File: config.mk
export PLATFORM = sky130hd
export DESIGN_NAME = twb_slave
export DESIGN_NICKNAME = d
export VERILOG_FILES = /design/src/hw/twb_pkg.sv /design/src/hw/twb_slave.sv /design/src/hw/pin_sync3.sv
export SDC_FILE = /design/constraint.sdc
export NUM_CORES = 1
export LEC_CHECK = 0
export BUFFER_PORTS_ARGS = -buffer_cell sky130_fd_sc_hd__buf_2
export CORE_MARGIN = 1.5
export CORE_UTILIZATION = 48
export DETAILED_ROUTE_END_ITERATION = 12
export PLACE_DENSITY = 0.8
export SETUP_SLACK_MARGIN = 0.2
export SLEW_MARGIN = 20
export SYNTH_ARGS = -nofsm -noshare
export SYNTH_HDL_FRONTEND = slang
export SYNTH_SLANG_ARGS = --single-unit
File: constraint.sdc
create_clock -name clk_sys -period 2.2 [get_ports clk_sys]
set_input_delay 0.11 -clock clk_sys [delete_from_list [all_inputs] [get_ports clk_sys]]
set_output_delay 0.11 -clock clk_sys [all_outputs]
set_load 0.005 [all_outputs]
File: src/hw/twb_pkg.sv
/*
 * shared constants and types for the two-wire bus slave block.
 * assumes a single 10 MHz system clock and a synchronous active-high reset.
 */
`default_nettype none
package twb_pkg;
    // ************************************************************
    // status word layout and reset values
    // ************************************************************
    localparam int          STATUS_W     = 16;
    localparam int          ACK_STATUS_POS = 15;
    localparam int          COLLISION_POS  = 10;
    localparam int          RX_FULL_POS    = 1;
    localparam logic [1:0]  FULL_WORD_BE = 2'h3;
    localparam logic [7:0]  RCV_RESET    = 8'h00;
    localparam logic [3:0]  BITS_PER_BYTE = 4'h8;
    // first byte of a 10-bit address carries this marker in its top five bits
    localparam logic [4:0]  TEN_BIT_MARK = 5'h1E;

    // ************************************************************
    // types
    // ************************************************************
    typedef struct packed {
        logic scl;
        logic sda;
    } pins_t;

    typedef enum logic [9:0] {
        ST_IDLE    = 10'h001,
        ST_ADDR_HI = 10'h002,
        ST_ACK_HI  = 10'h004,
        ST_ADDR_LO = 10'h008,
        ST_ACK_LO  = 10'h010,
        ST_RX_DATA = 10'h020,
        ST_ACK_RX  = 10'h040,
        ST_TX_DATA = 10'h080,
        ST_ACK_TX  = 10'h100,
        ST_WAIT    = 10'h200
    } bus_state_t;
endpackage
`default_nettype wire

File: src/hw/twb_slave.sv
/*
 * two-wire bus slave: 7/10-bit address match, receive byte register,
 * status flags and pin level read-back.
 * assumes external pull-ups (wired-AND bus) and a bus far slower than clk_sys.
 */
`default_nettype none
module twb_slave
    import twb_pkg::*;
(
    // clock and reset
    input  wire logic                clk_sys,
    input  wire logic                rst,
    // configuration
    input  wire logic                enable,
    input  wire logic                ten_bit_mode,
    input  wire logic [9:0]          own_addr,
    // software access
    input  wire logic                status_wr,
    input  wire logic [1:0]          status_be,
    input  wire logic [STATUS_W-1:0] status_wdata,
    output logic      [STATUS_W-1:0] serial_bus_status_register,
    output logic      [7:0]          receive_byte_register,
    input  wire logic                rcv_read,
    input  wire logic [7:0]          tx_byte,
    // pin read-back
    output logic                     scl_level,
    output logic                     sda_level,
    // bus pins
    input  wire logic                serial_clock_pin_i,
    input  wire logic                serial_data_pin_i,
    output logic                     serial_data_pin_o,
    output logic                     serial_data_pin_oe
);
    // ************************************************************
    // pin synchronisation and bus events
    // ************************************************************
    pins_t      raw_pins;
    pins_t      bus;
    pins_t      prev_r;
    bus_state_t state_r;
    bus_state_t state_nxt;
    logic [7:0] sh_r;
    logic [7:0] sh_nxt;
    logic [3:0] cnt_r;
    logic [3:0] cnt_nxt;
    logic       rw_r;
    logic       rw_nxt;
    logic       hi_match_r;
    logic       hi_nxt;
    logic       rcv_load;
    logic       bus_collision_flag;
    logic       receive_buffer_full_flag;
    logic       acknowledge_status_flag;

    assign raw_pins = '{scl: serial_clock_pin_i, sda: serial_data_pin_i};

    pin_sync3 #(.WIDTH(2)) u_pin_sync3 (
        .clk_sys   (clk_sys),
        .rst       (rst),
        .pin_in    (raw_pins),
        .level_out (bus)
    );

    // read-back is taken straight from the filtered pins, not the fsm
    assign scl_level = bus.scl;
    assign sda_level = bus.sda;

    wire scl_rise  = bus.scl & ~prev_r.scl;
    wire scl_fall  = ~bus.scl & prev_r.scl;
    wire start_det = bus.scl & prev_r.scl & prev_r.sda & ~bus.sda;
    wire stop_det  = bus.scl & prev_r.scl & ~prev_r.sda & bus.sda;
    wire byte_done = scl_fall & (cnt_r == BITS_PER_BYTE);

    // ************************************************************
    // address decode
    // ************************************************************
    // no reserved-address exclusion on the lower byte: every form matches
    wire hi_hit  = (sh_r[7:3] == TEN_BIT_MARK) & (sh_r[2:1] == own_addr[9:8]);
    wire lo_hit  = sh_r == own_addr[7:0];
    wire a7_hit  = sh_r[7:1] == own_addr[6:0];
    wire hi_wr   = ten_bit_mode & hi_hit & ~sh_r[0];
    wire hi_rd   = ten_bit_mode & hi_hit & sh_r[0] & hi_match_r;
    wire hi_ok   = ten_bit_mode ? (hi_wr | hi_rd) : a7_hit;
    wire eval_hi = (state_r == ST_ADDR_HI) & byte_done;
    wire eval_lo = (state_r == ST_ADDR_LO) & byte_done;

    // ************************************************************
    // state and shift control
    // ************************************************************
    always_comb begin
        state_nxt = state_r;
        sh_nxt    = sh_r;
        cnt_nxt   = cnt_r;
        rw_nxt    = rw_r;
        hi_nxt    = hi_match_r;
        rcv_load  = 1'b0;
        case (state_r)
            ST_ADDR_HI, ST_ADDR_LO, ST_RX_DATA: begin
                if (scl_rise) begin
                    sh_nxt  = {sh_r[6:0], bus.sda};
                    cnt_nxt = cnt_r + 4'h1;
                end else if (byte_done) begin
                    state_nxt = ST_WAIT;
                    if (state_r == ST_ADDR_HI && hi_ok) begin
                        state_nxt = ST_ACK_HI;
                        rw_nxt    = sh_r[0];
                        hi_nxt    = ten_bit_mode;
                        rcv_load  = ~ten_bit_mode;
                    end else if (state_r == ST_ADDR_LO && lo_hit) begin
                        state_nxt = ST_ACK_LO;
                        rcv_load  = 1'b1;
                    end else if (state_r == ST_RX_DATA) begin
                        state_nxt = ST_ACK_RX;
                        rcv_load  = 1'b1;
                    end else begin
                        hi_nxt = 1'b0;
                    end
                end
            end
            ST_ACK_HI: begin
                if (scl_fall) begin
                    cnt_nxt = 4'h0;
                    if (rw_r) begin
                        state_nxt = ST_TX_DATA;
                        sh_nxt    = tx_byte;
                    end else begin
                        state_nxt = ten_bit_mode ? ST_ADDR_LO : ST_RX_DATA;
                    end
                end
            end
            ST_ACK_LO, ST_ACK_RX: begin
                if (scl_fall) begin
                    state_nxt = ST_RX_DATA;
                    cnt_nxt   = 4'h0;
                end
            end
            ST_TX_DATA: begin
                if (scl_rise) begin
                    cnt_nxt = cnt_r + 4'h1;
                    if (sh_r[7] & ~bus.sda) begin
                        state_nxt = ST_WAIT;
                    end
                end else if (byte_done) begin
                    state_nxt = ST_ACK_TX;
                end else if (scl_fall) begin
                    sh_nxt = {sh_r[6:0], 1'b0};
                end
            end
            ST_ACK_TX: begin
                // a not-acknowledge ends the read; an acknowledge loads the next byte
                if (scl_rise && bus.sda) begin
                    state_nxt = ST_WAIT;
                end else if (scl_fall) begin
                    state_nxt = ST_TX_DATA;
                    sh_nxt    = tx_byte;
                    cnt_nxt   = 4'h0;
                end
            end
            ST_IDLE, ST_WAIT: begin
            end
            default: begin
                state_nxt = ST_IDLE;
            end
        endcase
        // start and stop override any byte in progress
        if (start_det) begin
            state_nxt = ST_ADDR_HI;
            cnt_nxt   = 4'h0;
        end else if (stop_det) begin
            state_nxt = ST_IDLE;
            hi_nxt    = 1'b0;
        end
    end

    always_ff @(posedge clk_sys) begin
        if (rst || !enable) begin
            state_r    <= ST_IDLE;
            sh_r       <= 8'h00;
            cnt_r      <= 4'h0;
            rw_r       <= 1'b0;
            hi_match_r <= 1'b0;
            prev_r     <= '{scl: 1'b1, sda: 1'b1};
        end else begin
            state_r    <= state_nxt;
            sh_r       <= sh_nxt;
            cnt_r      <= cnt_nxt;
            rw_r       <= rw_nxt;
            hi_match_r <= hi_nxt;
            prev_r     <= bus;
        end
    end

    // ************************************************************
    // status flags and receive register
    // ************************************************************
    // set beats clear on every flag so a same-cycle event is never lost
    wire collide   = (state_r == ST_TX_DATA) & scl_rise & sh_r[7] & ~bus.sda;
    wire coll_clr  = status_wr & (status_be == FULL_WORD_BE) & ~status_wdata[COLLISION_POS];
    wire ack_smp   = (state_r == ST_ACK_TX) & scl_rise;
    wire nack_seen = ack_smp & bus.sda;
    wire ack_seen  = ack_smp & ~bus.sda;

    // start and stop do not touch acknowledge status, only the next ack bit does
    always_ff @(posedge clk_sys) begin
        if (rst) begin
            bus_collision_flag       <= 1'b0;
            receive_buffer_full_flag <= 1'b0;
            acknowledge_status_flag  <= 1'b0;
            receive_byte_register    <= RCV_RESET;
        end else begin
            bus_collision_flag       <= collide | (bus_collision_flag & ~coll_clr);
            receive_buffer_full_flag <= rcv_load | (receive_buffer_full_flag & ~rcv_read);
            acknowledge_status_flag  <= nack_seen | (acknowledge_status_flag & ~ack_seen);
            if (rcv_load) begin
                receive_byte_register <= sh_r;
            end
        end
    end

    always_comb begin
        serial_bus_status_register              = '0;
        serial_bus_status_register[ACK_STATUS_POS] = acknowledge_status_flag;
        serial_bus_status_register[COLLISION_POS]  = bus_collision_flag;
        serial_bus_status_register[RX_FULL_POS]    = receive_buffer_full_flag;
    end

    // open drain: only ever pull low, released one reads through the bus
    wire ack_drive = (state_r == ST_ACK_HI) | (state_r == ST_ACK_LO) | (state_r == ST_ACK_RX);
    assign serial_data_pin_o  = 1'b0;
    assign serial_data_pin_oe = ack_drive | ((state_r == ST_TX_DATA) & ~sh_r[7]);
endmodule // twb_slave
`default_nettype wire

File: src/hw/pin_sync3.sv
/*
 * three-stage pin synchroniser with agreement filter.
 * assumes inputs are asynchronous to clk_sys; output moves only when
 * stages two and three agree.
 */
`default_nettype none
module pin_sync3 #(
    parameter int WIDTH = 2
) (
    // clock and reset
    input  wire logic             clk_sys,
    input  wire logic             rst,
    // raw and filtered levels
    input  wire logic [WIDTH-1:0] pin_in,
    output logic      [WIDTH-1:0] level_out
);
    logic [WIDTH-1:0] st1_r;
    logic [WIDTH-1:0] st2_r;
    logic [WIDTH-1:0] st3_r;
    logic [WIDTH-1:0] agree;
    logic [WIDTH-1:0] level_nxt;

    // stage one is read only by stage two
    assign agree     = ~(st2_r ^ st3_r);
    assign level_nxt = (agree & st3_r) | (~agree & level_out);

    // idle bus is high, so reset to ones
    always_ff @(posedge clk_sys) begin
        if (rst) begin
            st1_r     <= '1;
            st2_r     <= '1;
            st3_r     <= '1;
            level_out <= '1;
        end else begin
            st1_r     <= pin_in;
            st2_r     <= st1_r;
            st3_r     <= st2_r;
            level_out <= level_nxt;
        end
    end
endmodule // pin_sync3
`default_nettype wire

==> results.py, run 1 <==
metrics = {
    "global_route": {
        "antenna_found_initial": 0,
        "track_usage_pct": 26.0,
        "gr-total-overflow": 0,
        "grt_max_degree": 22,
        "grt_pass1_wl_um": 12600,
        "grt_pass1_vias": 2634,
    },
    "cts": {
        "clk_pin_slew_ns": 0.09,
        "cts_buffers": 5,
        "cts_max_level": 2,
        "cts-root-buf": "clkbuf_8",
        "clock_latency_ns": 0.31,
        "cts_tree": "done",
        "clk_path_buf_depth": 2,
        "clock_sinks": 45,
    },
    "sta": {
        "drv_slew": 0,
        "post-route-period-util_pct": 107,
        "finalClockSkew_ns": 0.00762,
        "setup_viol": 28,
        "tightest_slew_ns": 0.716,
        "tns_ns": -1.79,
        "max_freq_ghz": 0.424,
        "fin_crit_ns": 2.36,
        "rsz0062_at_grt": "true",
        "slew-limit-headroom_pct": 52.3,
        "worst_hold_slack_ns": 0.104,
        "finalHoldViolCount": 0,
        "fin_ws_ns": -0.156,
    },
    "job": {
        "cap_violations": 0,
    },
    "critical_path": {
        "cp_max_fo": 7,
        "cpMostUsedCell": "or4_4",
        "start_kind": "flop",
        "rrSetupSlack_ns": -0.16,
        "crit_type": "flop to flop",
        "crit_required_ns": 2.38,
        "worst_path_largest_cell_delay_ns": 0.54,
        "cp_data_arrival_time_ns": 2.54,
        "r2r.worst_path.cells": 6,
        "path_buf_inv": 0,
        "cp.depth": 6,
        "cpMaxStageDelayCell": "or4_4",
        "path_delay_family": "simple AND/OR/NAND/NOR gates",
        "path_cells": "or4_4, or4_4, a211o_4, and3_4, a21oi_1, nor3_1",
        "end_kind": "flop",
    },
    "cells_and_area": {
        "syn2layout_area_growth_pct": 34.2,
        "nets": 470,
        "diodes": 0,
        "drive_above_1_share_pct": 39.3,
    },
    "die": {
        "fp.coreArea_sq_um": 5540,
        "die_y_um": 79.1,
        "dieWidth_um": 79.1,
        "die_area_sq_um": 6260,
        "rows": 27,
        "start_util_pct": 50.2,
        "ios": 72,
    },
    "synth": {
        "ys_types": 60,
        "synth-edff-count": 0,
        "syn_area_per_cell_sq_um": 8.35,
        "ys_seq_elements": 45,
        "netlist_area_sq_um": 2780,
        "ys.flop_type": "dfxtp_1",
        "ys_seq_area_share_pct": 32.4,
        "synthCells": 333,
        "synthArstFlopShare_pct": 0,
        "synth_warnings": 0,
    },
    "power_and_ir_drop": {
        "irDropWorstVdd_v": 0.000573,
        "p_leak_uw": 0.00145,
        "cellPowerDensity_nw_per_um2": 386,
    },
    "routing": {
        "vias_per_cell": 5.93,
        "post-route-drc-count": 0,
        "wl_per_cell_um": 16.6,
        "ant_nets": 0,
        "first_iter_violations": 284,
        "vias": 2948,
        "finalWirelength_um": 8240,
        "first_pass_iters": 5,
    },
    "min_path": {
        "whs_path_depth": 4,
        "min_path_type": "input pin to flop",
    },
    "placed_design": {
        "dp_hpwl_um": 5660,
        "gp_congestion": 0.980,
        "io_buffer_count": 42,
    },
    "outcome": {
        "status": "complete, but fails checks",
        "violations": "setup timing",
    },
}
final timing paths:
path | endpoint | startpoint
hold / removal | receive_buffer_full_flag | rcv_read
setup reg to reg | state_r[9] | state_r[8]
hold reg to reg | u_pin_sync3.st2_r[1] | u_pin_sync3.st1_r[1]
setup / recovery | state_r[9] | state_r[8]
timing repair:
| action | in CTS | in global routing |
|---|---|---|
| endpoints found under the hold margin | 2 | 0 |
| hold buffers | 2 | 0 |
| setup endpoints to repair | 34 | 34 |
| buffers inserted | 8 | 5 |
| resized for setup | 16 | 30 |
| gates cloned | 1 | 0 |
| pin swaps | 13 | 12 |
stage by stage:
step                instances  utilization, %  area, sq um  power, uW  setup slack, ns
global placement          473            59.8         3320        925          -0.0707
floorplan                 346               -         2860        905           -0.140
detailed placement        473            59.8         3320        927           -0.134
finish                    497            67.3         3730       1440           -0.156
global route              497            67.3         3730       1490           -0.178
CTS                       492            64.3         3560       1430          -0.0865
worst reg2reg max path: cells and delay by family (launching register included):
family,cells,cell delay [ns]
and+or+nand+nor,4,1.35
AOI/OAI and AO/OA,2,0.57
DFF,1,0.32
metal layers:
metal | vias to the layer above | part of all wire, % | global-route usage (%) | wire (um)
met2 | 164 | 47 | 41.5 | 3900
li1 | 1369 | - | - | -
met3 | 24 | 8.5 | 4.25 | 699
met4 | 0 | 2.6 | 10.0 | 217
met1 | 1391 | 42 | 35.0 | 3420
met5 | - | 0 | 0 | 0
cells in the mapped netlist (4+ instances only):
master    instances  area [sq um]
dfxtp_1          45           901
a21oi_1          25           125
nand2_1          25          93.8
buf_4            19           143
nor2_1           19          71.3
clkbuf_1         17          63.8
nand3_1          17          85.1
xnor2_1          12           105
o21ai_0          11          55.1
xor2_1           10          87.6
nand4_1           9          56.3
o21a_1            9          67.6
a41oi_1           8          70.1
nand2b_1          8          50.1
nor2b_1           8          50.1
nand4b_1          6          52.6
or2_2             6          37.5
mux2i_1           5          50.1
nor3_1            5          25.0
nor4_1            5          31.3
a31oi_1           4          25.0
inv_1             4          15.0
or4_1             4          30.0
cell families (layout without fill, tap and decap cells):
family,Yosys count,in the layout,synth area share [%]
other,1,14,0.135
xor gates and xnor gates,22,22,6.93
adders and majority gates,2,2,0.900
muxes,5,5,1.80
buffers and inverters,44,123,9.14
and+or+nand+nor,134,134,28.6
AOI/OAI and AO/OA,80,80,20.0
DFF,45,45,32.4
report_power, final:
part | switching (uW) | internal [uW] | total [uW] | leakage, uW
clock network | 299 | 224 | 524 | 0.0000374
registers | 2.02 | 818 | 820 | 0.000367
logic | 50.3 | 43.9 | 94.2 | 0.00104
total | 352 | 1090 | 1440 | 0.00145
cell type report:
class / instances / area, sq um
Sequential cell: 45 / 908
Multi-Input combinational cell: 257 / 1870
Tap cell: 72 / 90.1
Timing Repair Buffer: 111 / 756
Inverter: 4 / 15.0
Fill cell: 426 / 1810
Clock buffer: 6 / 72.6
Clock inverter: 2 / 15.0
layout by cell type (no fill, tap or decap), types with 8 or more instances in the layout:
cell type and n:
buf_4 62, buf_2 42, dfxtp_1 39, nand2_1 24, a21oi_1 19, nor2_1 18, conb_1 14, nand3_1 13
xnor2_1 12, xor2_1 10, o21a_1 9, nand4_1 9, nand2b_1 8, nor2b_1 8, o21ai_0 8, a41oi_1 8
flip-flops by register name (all words and copies together), names as in the netlist, named ones only:
name                      flops
state_r                      10
cnt_r                         4
prev_r                        2
u_pin_sync3.st2_r             2
u_pin_sync3.st3_r             2
receive_buffer_full_flag      1
receive_byte_register         8
u_pin_sync3.st1_r             2
rw_r                          1
sh_r                          8
bus_collision_flag            1
hi_match_r                    1
Note: power is estimated with default switching activity, not from simulation.
==> inputs of run 2 (changes only) <==
--- a/config.mk
+++ b/config.mk
@@ -9,7 +9,7 @@
 export CORE_MARGIN = 1.5
 export CORE_UTILIZATION = 48
 export DETAILED_ROUTE_END_ITERATION = 12
-export PLACE_DENSITY = 0.8
+export PLACE_DENSITY = 0.76
 export SETUP_SLACK_MARGIN = 0.2
 export SLEW_MARGIN = 20
 export SYNTH_ARGS = -nofsm -noshare
==> results.py, run 2 (same netlist as run 1, synthesis figures left out) <==
metrics = {
    "routing": {
        "first_iter_violations": 197,
        "wl_per_cell_um": 17.4,
        "vias_per_cell": 6.05,
        "ant_nets": 0,
        "post-route-drc-count": 0,
        "first_pass_iters": 5,
        "vias": 3013,
        "finalWirelength_um": 8660,
    },
    "die": {
        "start_util_pct": 50.2,
        "die_y_um": 79.1,
        "die_area_sq_um": 6260,
        "fp.coreArea_sq_um": 5540,
        "dieWidth_um": 79.1,
        "ios": 72,
        "rows": 27,
    },
    "cells_and_area": {
        "largest_register_ff_count": 10,
        "layout_commonest_cell": "buf_4",
        "post-route-util_pct": 69.3,
        "regMostFlops": "state_r",
        "syn2layout_area_growth_pct": 38.1,
        "reg.largest.list": "state_r: 10 flops, receive_byte_register: 8 flops, sh_r: 8 flops",
        "instances_no_fill": 498,
        "layout_common_cells": "buf_4 (61), buf_2 (42), dfxtp_1 (41)",
        "nets": 471,
        "drive_above_1_share_pct": 41.8,
        "final_cell_area_sq_um": 3840,
        "diodes": 0,
    },
    "placed_design": {
        "dpl_worst_slack_ns": -0.136,
        "place_area_sq_um": 3330,
        "gp_congestion": 0.918,
        "dp_hpwl_um": 5800,
        "dp.cells": 475,
        "io_buffer_count": 42,
    },
    "sta": {
        "setup_viol": 27,
        "drv_slew": 0,
        "fin_crit_ns": 2.33,
        "finalHoldViolCount": 0,
        "tightest_slew_ns": 0.549,
        "slew-limit-headroom_pct": 63.4,
        "max_freq_ghz": 0.428,
        "finalClockSkew_ns": 0.00422,
        "tns_ns": -2.02,
        "fin_ws_ns": -0.134,
        "post-route-period-util_pct": 106,
        "rsz0062_at_grt": "true",
    },
    "power_and_ir_drop": {
        "cellPowerDensity_nw_per_um2": 411,
        "p_leak_uw": 0.00150,
        "irDropWorstVdd_v": 0.000439,
    },
    "global_route": {
        "grt_pass1_wl_um": 13300,
        "antenna_found_initial": 0,
        "grtUsageMet3_pct": 4.83,
        "grt_max_degree": 22,
        "met2_usage_pct": 44.6,
        "grt_pass1_vias": 2790,
        "track_usage_pct": 27.2,
        "use_met1_pct": 34.8,
        "grt.busiest_layer": "met2",
        "gr-total-overflow": 0,
    },
    "critical_path": {
        "cp_data_arrival_time_ns": 2.52,
        "reg2reg_from": "state_r[8]",
        "path_buf_inv": 0,
        "end_kind": "flop",
        "start_kind": "flop",
        "cpMaxStageDelayCell": "or4_4",
        "worst_path_largest_cell_delay_ns": 0.55,
        "r2r.worst_path.cells": 6,
        "r2r_end": "state_r[7]",
        "path_cells": "or4_4, or4_4, a211o_4, and3_4, a31oi_4, nor2_1",
        "crit_type": "flop to flop",
        "path_delay_family": "simple AND/OR/NAND/NOR gates",
        "rrSetupSlack_ns": -0.13,
        "cpMostUsedCell": "or4_4",
        "crit_required_ns": 2.39,
        "cp_max_fo": 7,
    },
    "cts": {
        "cts_tree": "done",
        "clock_latency_ns": 0.30,
        "clk_path_buf_depth": 2,
        "clock_sinks": 45,
        "clk_pin_slew_ns": 0.09,
        "cts_max_level": 2,
        "cts-root-buf": "clkbuf_8",
        "cts_buffers": 5,
    },
    "outcome": {
        "status": "complete, but fails checks",
        "violations": "setup timing",
    },
    "job": {
        "cap_violations": 0,
    },
    "min_path": {
        "holdPathEnd": "receive_buffer_full_flag",
        "min_path_type": "input pin to flop",
        "whs_path_depth": 4,
        "worstHoldStart": "rcv_read",
    },
}
run 2: changes by cell type in the layout (fill, tap and decap cells not counted), sizes merged:
cell,previous run,this run
bufinv,0,1
clkinvlp,2,1
buf,109,110
run 2: tightest hold or removal path, delay by kind of cell:
| kind | cells | cell delay (ns) |
|---|---|---|
| buf+inv | 1 | 0.09 |
| compound gates | 1 | 0.09 |
| simple gates | 2 | 0.08 |
run 2: what timing repair did:
| action | 4_1_cts | 5_1_grt |
|---|---|---|
| pin swaps | 12 | 33 |
| hold buffers | 2 | 0 |
| buffers inserted | 7 | 5 |
| gates resized for setup | 23 | 39 |
| gates cloned | 1 | 0 |
| endpoints found under the setup margin | 33 | 34 |
| endpoints found under the hold margin | 2 | 0 |
run 2: through the flow:
step	hold slack (ns)	power [uW]
final	0.107	1580
after global routing	0.113	1630
after CTS	0.103	1570
after detailed placement	0.300	927
after global placement	0.292	925
after floorplan	0.214	905
run 2: per-layer routing:
metal  up-vias  routed length [um]
met5         -                   0
met3        36                 698
met4         0                 303
li1       1371                   -
met2       173                4120
met1      1433                3540
run 2: where the power goes:
part           total (uW)  internal (uW)  switching (uW)
registers             820            818            2.08
clock network         661            369             291
logic                95.2           43.9            51.3
run 2: how the worst max path moves through the flow:
| stage | from | endpoint | slack, ns | cells past startpoint |
|---|---|---|---|---|
| 2_1_floorplan | state_r[4] | state_r[7] | -0.14 | 7 |
| 3_3_place_gp | state_r[4] | state_r[7] | -0.07 | 6 |
| 3_5_place_dp | sh_r[5] | receive_byte_register[0] | -0.14 | 6 |
| 4_1_cts | state_r[8] | state_r[3] | -0.10 | 6 |
| 5_1_grt | state_r[8] | receive_byte_register[4] | -0.23 | 8 |
| 6_report | state_r[8] | state_r[7] | -0.13 | 6 |
run 2: layout make-up:
type | instances | area, sq um
Timing Repair Buffer | 112 | 767
Clock inverter | 2 | 37.5
Multi-Input combinational cell | 257 | 1940
Clock buffer | 6 | 82.6
Inverter | 4 | 15.0
Fill cell | 419 | 1700
Tap cell | 72 | 90.1
Sequential cell | 45 | 906
==> inputs of run 3 (changes only) <==
--- a/config.mk
+++ b/config.mk
@@ -7,9 +7,10 @@
 export LEC_CHECK = 0
 export BUFFER_PORTS_ARGS = -buffer_cell sky130_fd_sc_hd__buf_2
 export CORE_MARGIN = 1.5
-export CORE_UTILIZATION = 48
+export CORE_UTILIZATION = 41
 export DETAILED_ROUTE_END_ITERATION = 12
-export PLACE_DENSITY = 0.76
+export PLACE_DENSITY = 0.67
+export RECOVER_POWER = 25
 export SETUP_SLACK_MARGIN = 0.2
 export SLEW_MARGIN = 20
 export SYNTH_ARGS = -nofsm -noshare
==> results.py, run 3 (same netlist as run 1, synthesis figures left out) <==
metrics = {
    "sta": {
        "worst_hold_slack_ns": 0.124,
        "post-route-period-util_pct": 105,
        "rsz0062_at_grt": "true",
        "finalClockSkew_ns": 0.00620,
        "fin_crit_ns": 2.31,
        "finalHoldViolCount": 0,
        "tightest_slew_ns": 0.720,
        "max_freq_ghz": 0.432,
        "setup_viol": 29,
        "fin_ws_ns": -0.114,
        "drv_slew": 0,
        "slew-limit-headroom_pct": 52.0,
    },
    "cts": {
        "cts-root-buf": "clkbuf_8",
        "cts_tree": "done",
        "cts_max_level": 2,
        "clk_pin_slew_ns": 0.08,
        "clock_sinks": 45,
        "clk_path_buf_depth": 2,
        "cts_buffers": 5,
        "clock_latency_ns": 0.31,
    },
    "critical_path": {
        "cp_data_arrival_time_ns": 2.50,
        "cp_max_fo": 7,
        "crit_type": "flop to flop",
        "path_delay_family": "simple AND/OR/NAND/NOR gates",
        "end_kind": "flop",
        "crit_required_ns": 2.39,
        "cpMostUsedCell": "or4_4",
        "worst_path_largest_cell_delay_ns": 0.55,
        "path_buf_inv": 0,
        "cpMaxStageDelayCell": "or4_4",
        "path_cells": "or4_4, or4_4, a211o_4, and3_4, mux2i_1, nor2_1",
        "start_kind": "flop",
    },
    "outcome": {
        "status": "complete, but fails checks",
        "violations": "DRC, setup timing",
    },
    "power_and_ir_drop": {
        "power_uw": 1430,
        "clkPwrFrac_pct": 36.4,
        "p_leak_uw": 0.00144,
        "net-switching-power_uw": 349,
        "seqPwrFrac_pct": 57.1,
        "irDropWorstVdd_v": 0.000284,
        "p_int_uw": 1080,
        "p_comb_share_pct": 6.5,
        "swShare_pct": 24.3,
        "cellPowerDensity_nw_per_um2": 387,
    },
    "cells_and_area": {
        "layout_commonest_cell": "buf_4",
        "largest_register_ff_count": 10,
        "diodes": 0,
        "reg.largest.list": "state_r: 10 flops, receive_byte_register: 8 flops, sh_r: 8 flops",
        "syn2layout_area_growth_pct": 33.5,
        "drive_above_1_share_pct": 37.9,
        "nets": 470,
        "post-route-util_pct": 57.4,
        "layout_common_cells": "buf_4 (61), buf_2 (43), dfxtp_1 (42)",
        "instances_no_fill": 502,
        "regMostFlops": "state_r",
    },
    "die": {
        "start_util_pct": 43.0,
        "rows": 29,
        "die_area_sq_um": 7280,
        "dieWidth_um": 85.3,
        "die_y_um": 85.3,
        "fp.coreArea_sq_um": 6460,
        "ios": 72,
    },
    "job": {
        "cap_violations": 0,
    },
    "routing": {
        "vias_per_cell": 5.60,
        "vias": 2809,
        "finalWirelength_um": 8010,
        "wl_per_cell_um": 16.0,
        "first_pass_iters": 8,
        "first_iter_violations": 206,
        "post-route-drc-count": 3,
        "ant_nets": 0,
    },
    "global_route": {
        "gr-total-overflow": 0,
        "antenna_found_initial": 0,
        "grt_pass1_vias": 2636,
        "grt_max_degree": 22,
        "track_usage_pct": 22.3,
        "grt_pass1_wl_um": 12900,
    },
    "placed_design": {
        "dp.cells": 481,
        "io_buffer_count": 42,
        "gp_congestion": 0.924,
        "dp_hpwl_um": 5820,
    },
    "min_path": {
        "min_path_type": "input pin to flop",
    },
}
-- run 3: cell types whose count changed in the layout (fill, tap and decap cells not counted), sizes merged --
cell      delta
buf          -2
bufinv       -1
clkbuf       +1
clkinvlp     +1
-- run 3: cell type report --
type | instances | area (sq um)
Fill cell | 584 | 2750
Clock buffer | 6 | 72.6
Clock inverter | 2 | 15.0
Sequential cell | 45 | 907
Tap cell | 77 | 96.3
Timing Repair Buffer | 111 | 742
Multi-Input combinational cell | 257 | 1860
Inverter | 4 | 15.0
-- run 3: power groups by stage --
stage / logic, uW / clock network (uW) / registers [uW]
detailed placement: 87.8 / 0 / 840
global route: 103 / 564 / 820
floorplan: 66.2 / 0 / 839
finish: 93.0 / 522 / 819
global placement: 86.9 / 0 / 839
CTS: 91.7 / 533 / 820
-- run 3: per-stage QoR --
| step | setup slack (ns) | instance area, sq um | setup TNS (ns) |
|---|---|---|---|
| 4_1_cts | -0.109 | 3590 | -1.86 |
| 3_3_place_gp | -0.0672 | 3340 | -0.931 |
| 5_1_grt | -0.164 | 3710 | -3.84 |
| 2_1_floorplan | -0.140 | 2860 | -1.39 |
| 3_5_place_dp | -0.106 | 3340 | -1.69 |
| 6_report | -0.114 | 3710 | -2.23 |
-- run 3: final timing paths --
check | start | endpoint | slack [ns] | cells past startpoint
setup / recovery | state_r[8] | state_r[5] | -0.11 | 6
hold / removal | status_wr | bus_collision_flag | 0.12 | 4
setup reg to reg | state_r[8] | state_r[5] | -0.11 | 6
hold reg to reg | u_pin_sync3.st1_r[1] | u_pin_sync3.st2_r[1] | 0.41 | 1
-- run 3: timing repair --
item / in CTS / in global routing
setup buffers: 6 / 4
gates resized for setup: 19 / 23
hold buffers: 2 / 0
pin swaps: 12 / 15
gates cloned: 1 / 0
hold endpoints to repair: 2 / 0
endpoints found under the setup margin: 34 / 34
-- run 3: per-layer routing --
layer,GRT usage [%],share of wire (%)
met1,30.2,45
met2,35.2,46
met3,3.50,6.8
met4,9.82,2.2
met5,0,0
-- run 3: worst min-delay path: stages --
cell and delay [ns]:
buf_2 0.07, nand4b_1 0.07, nand2_1 0.07, a21oi_1 0.05
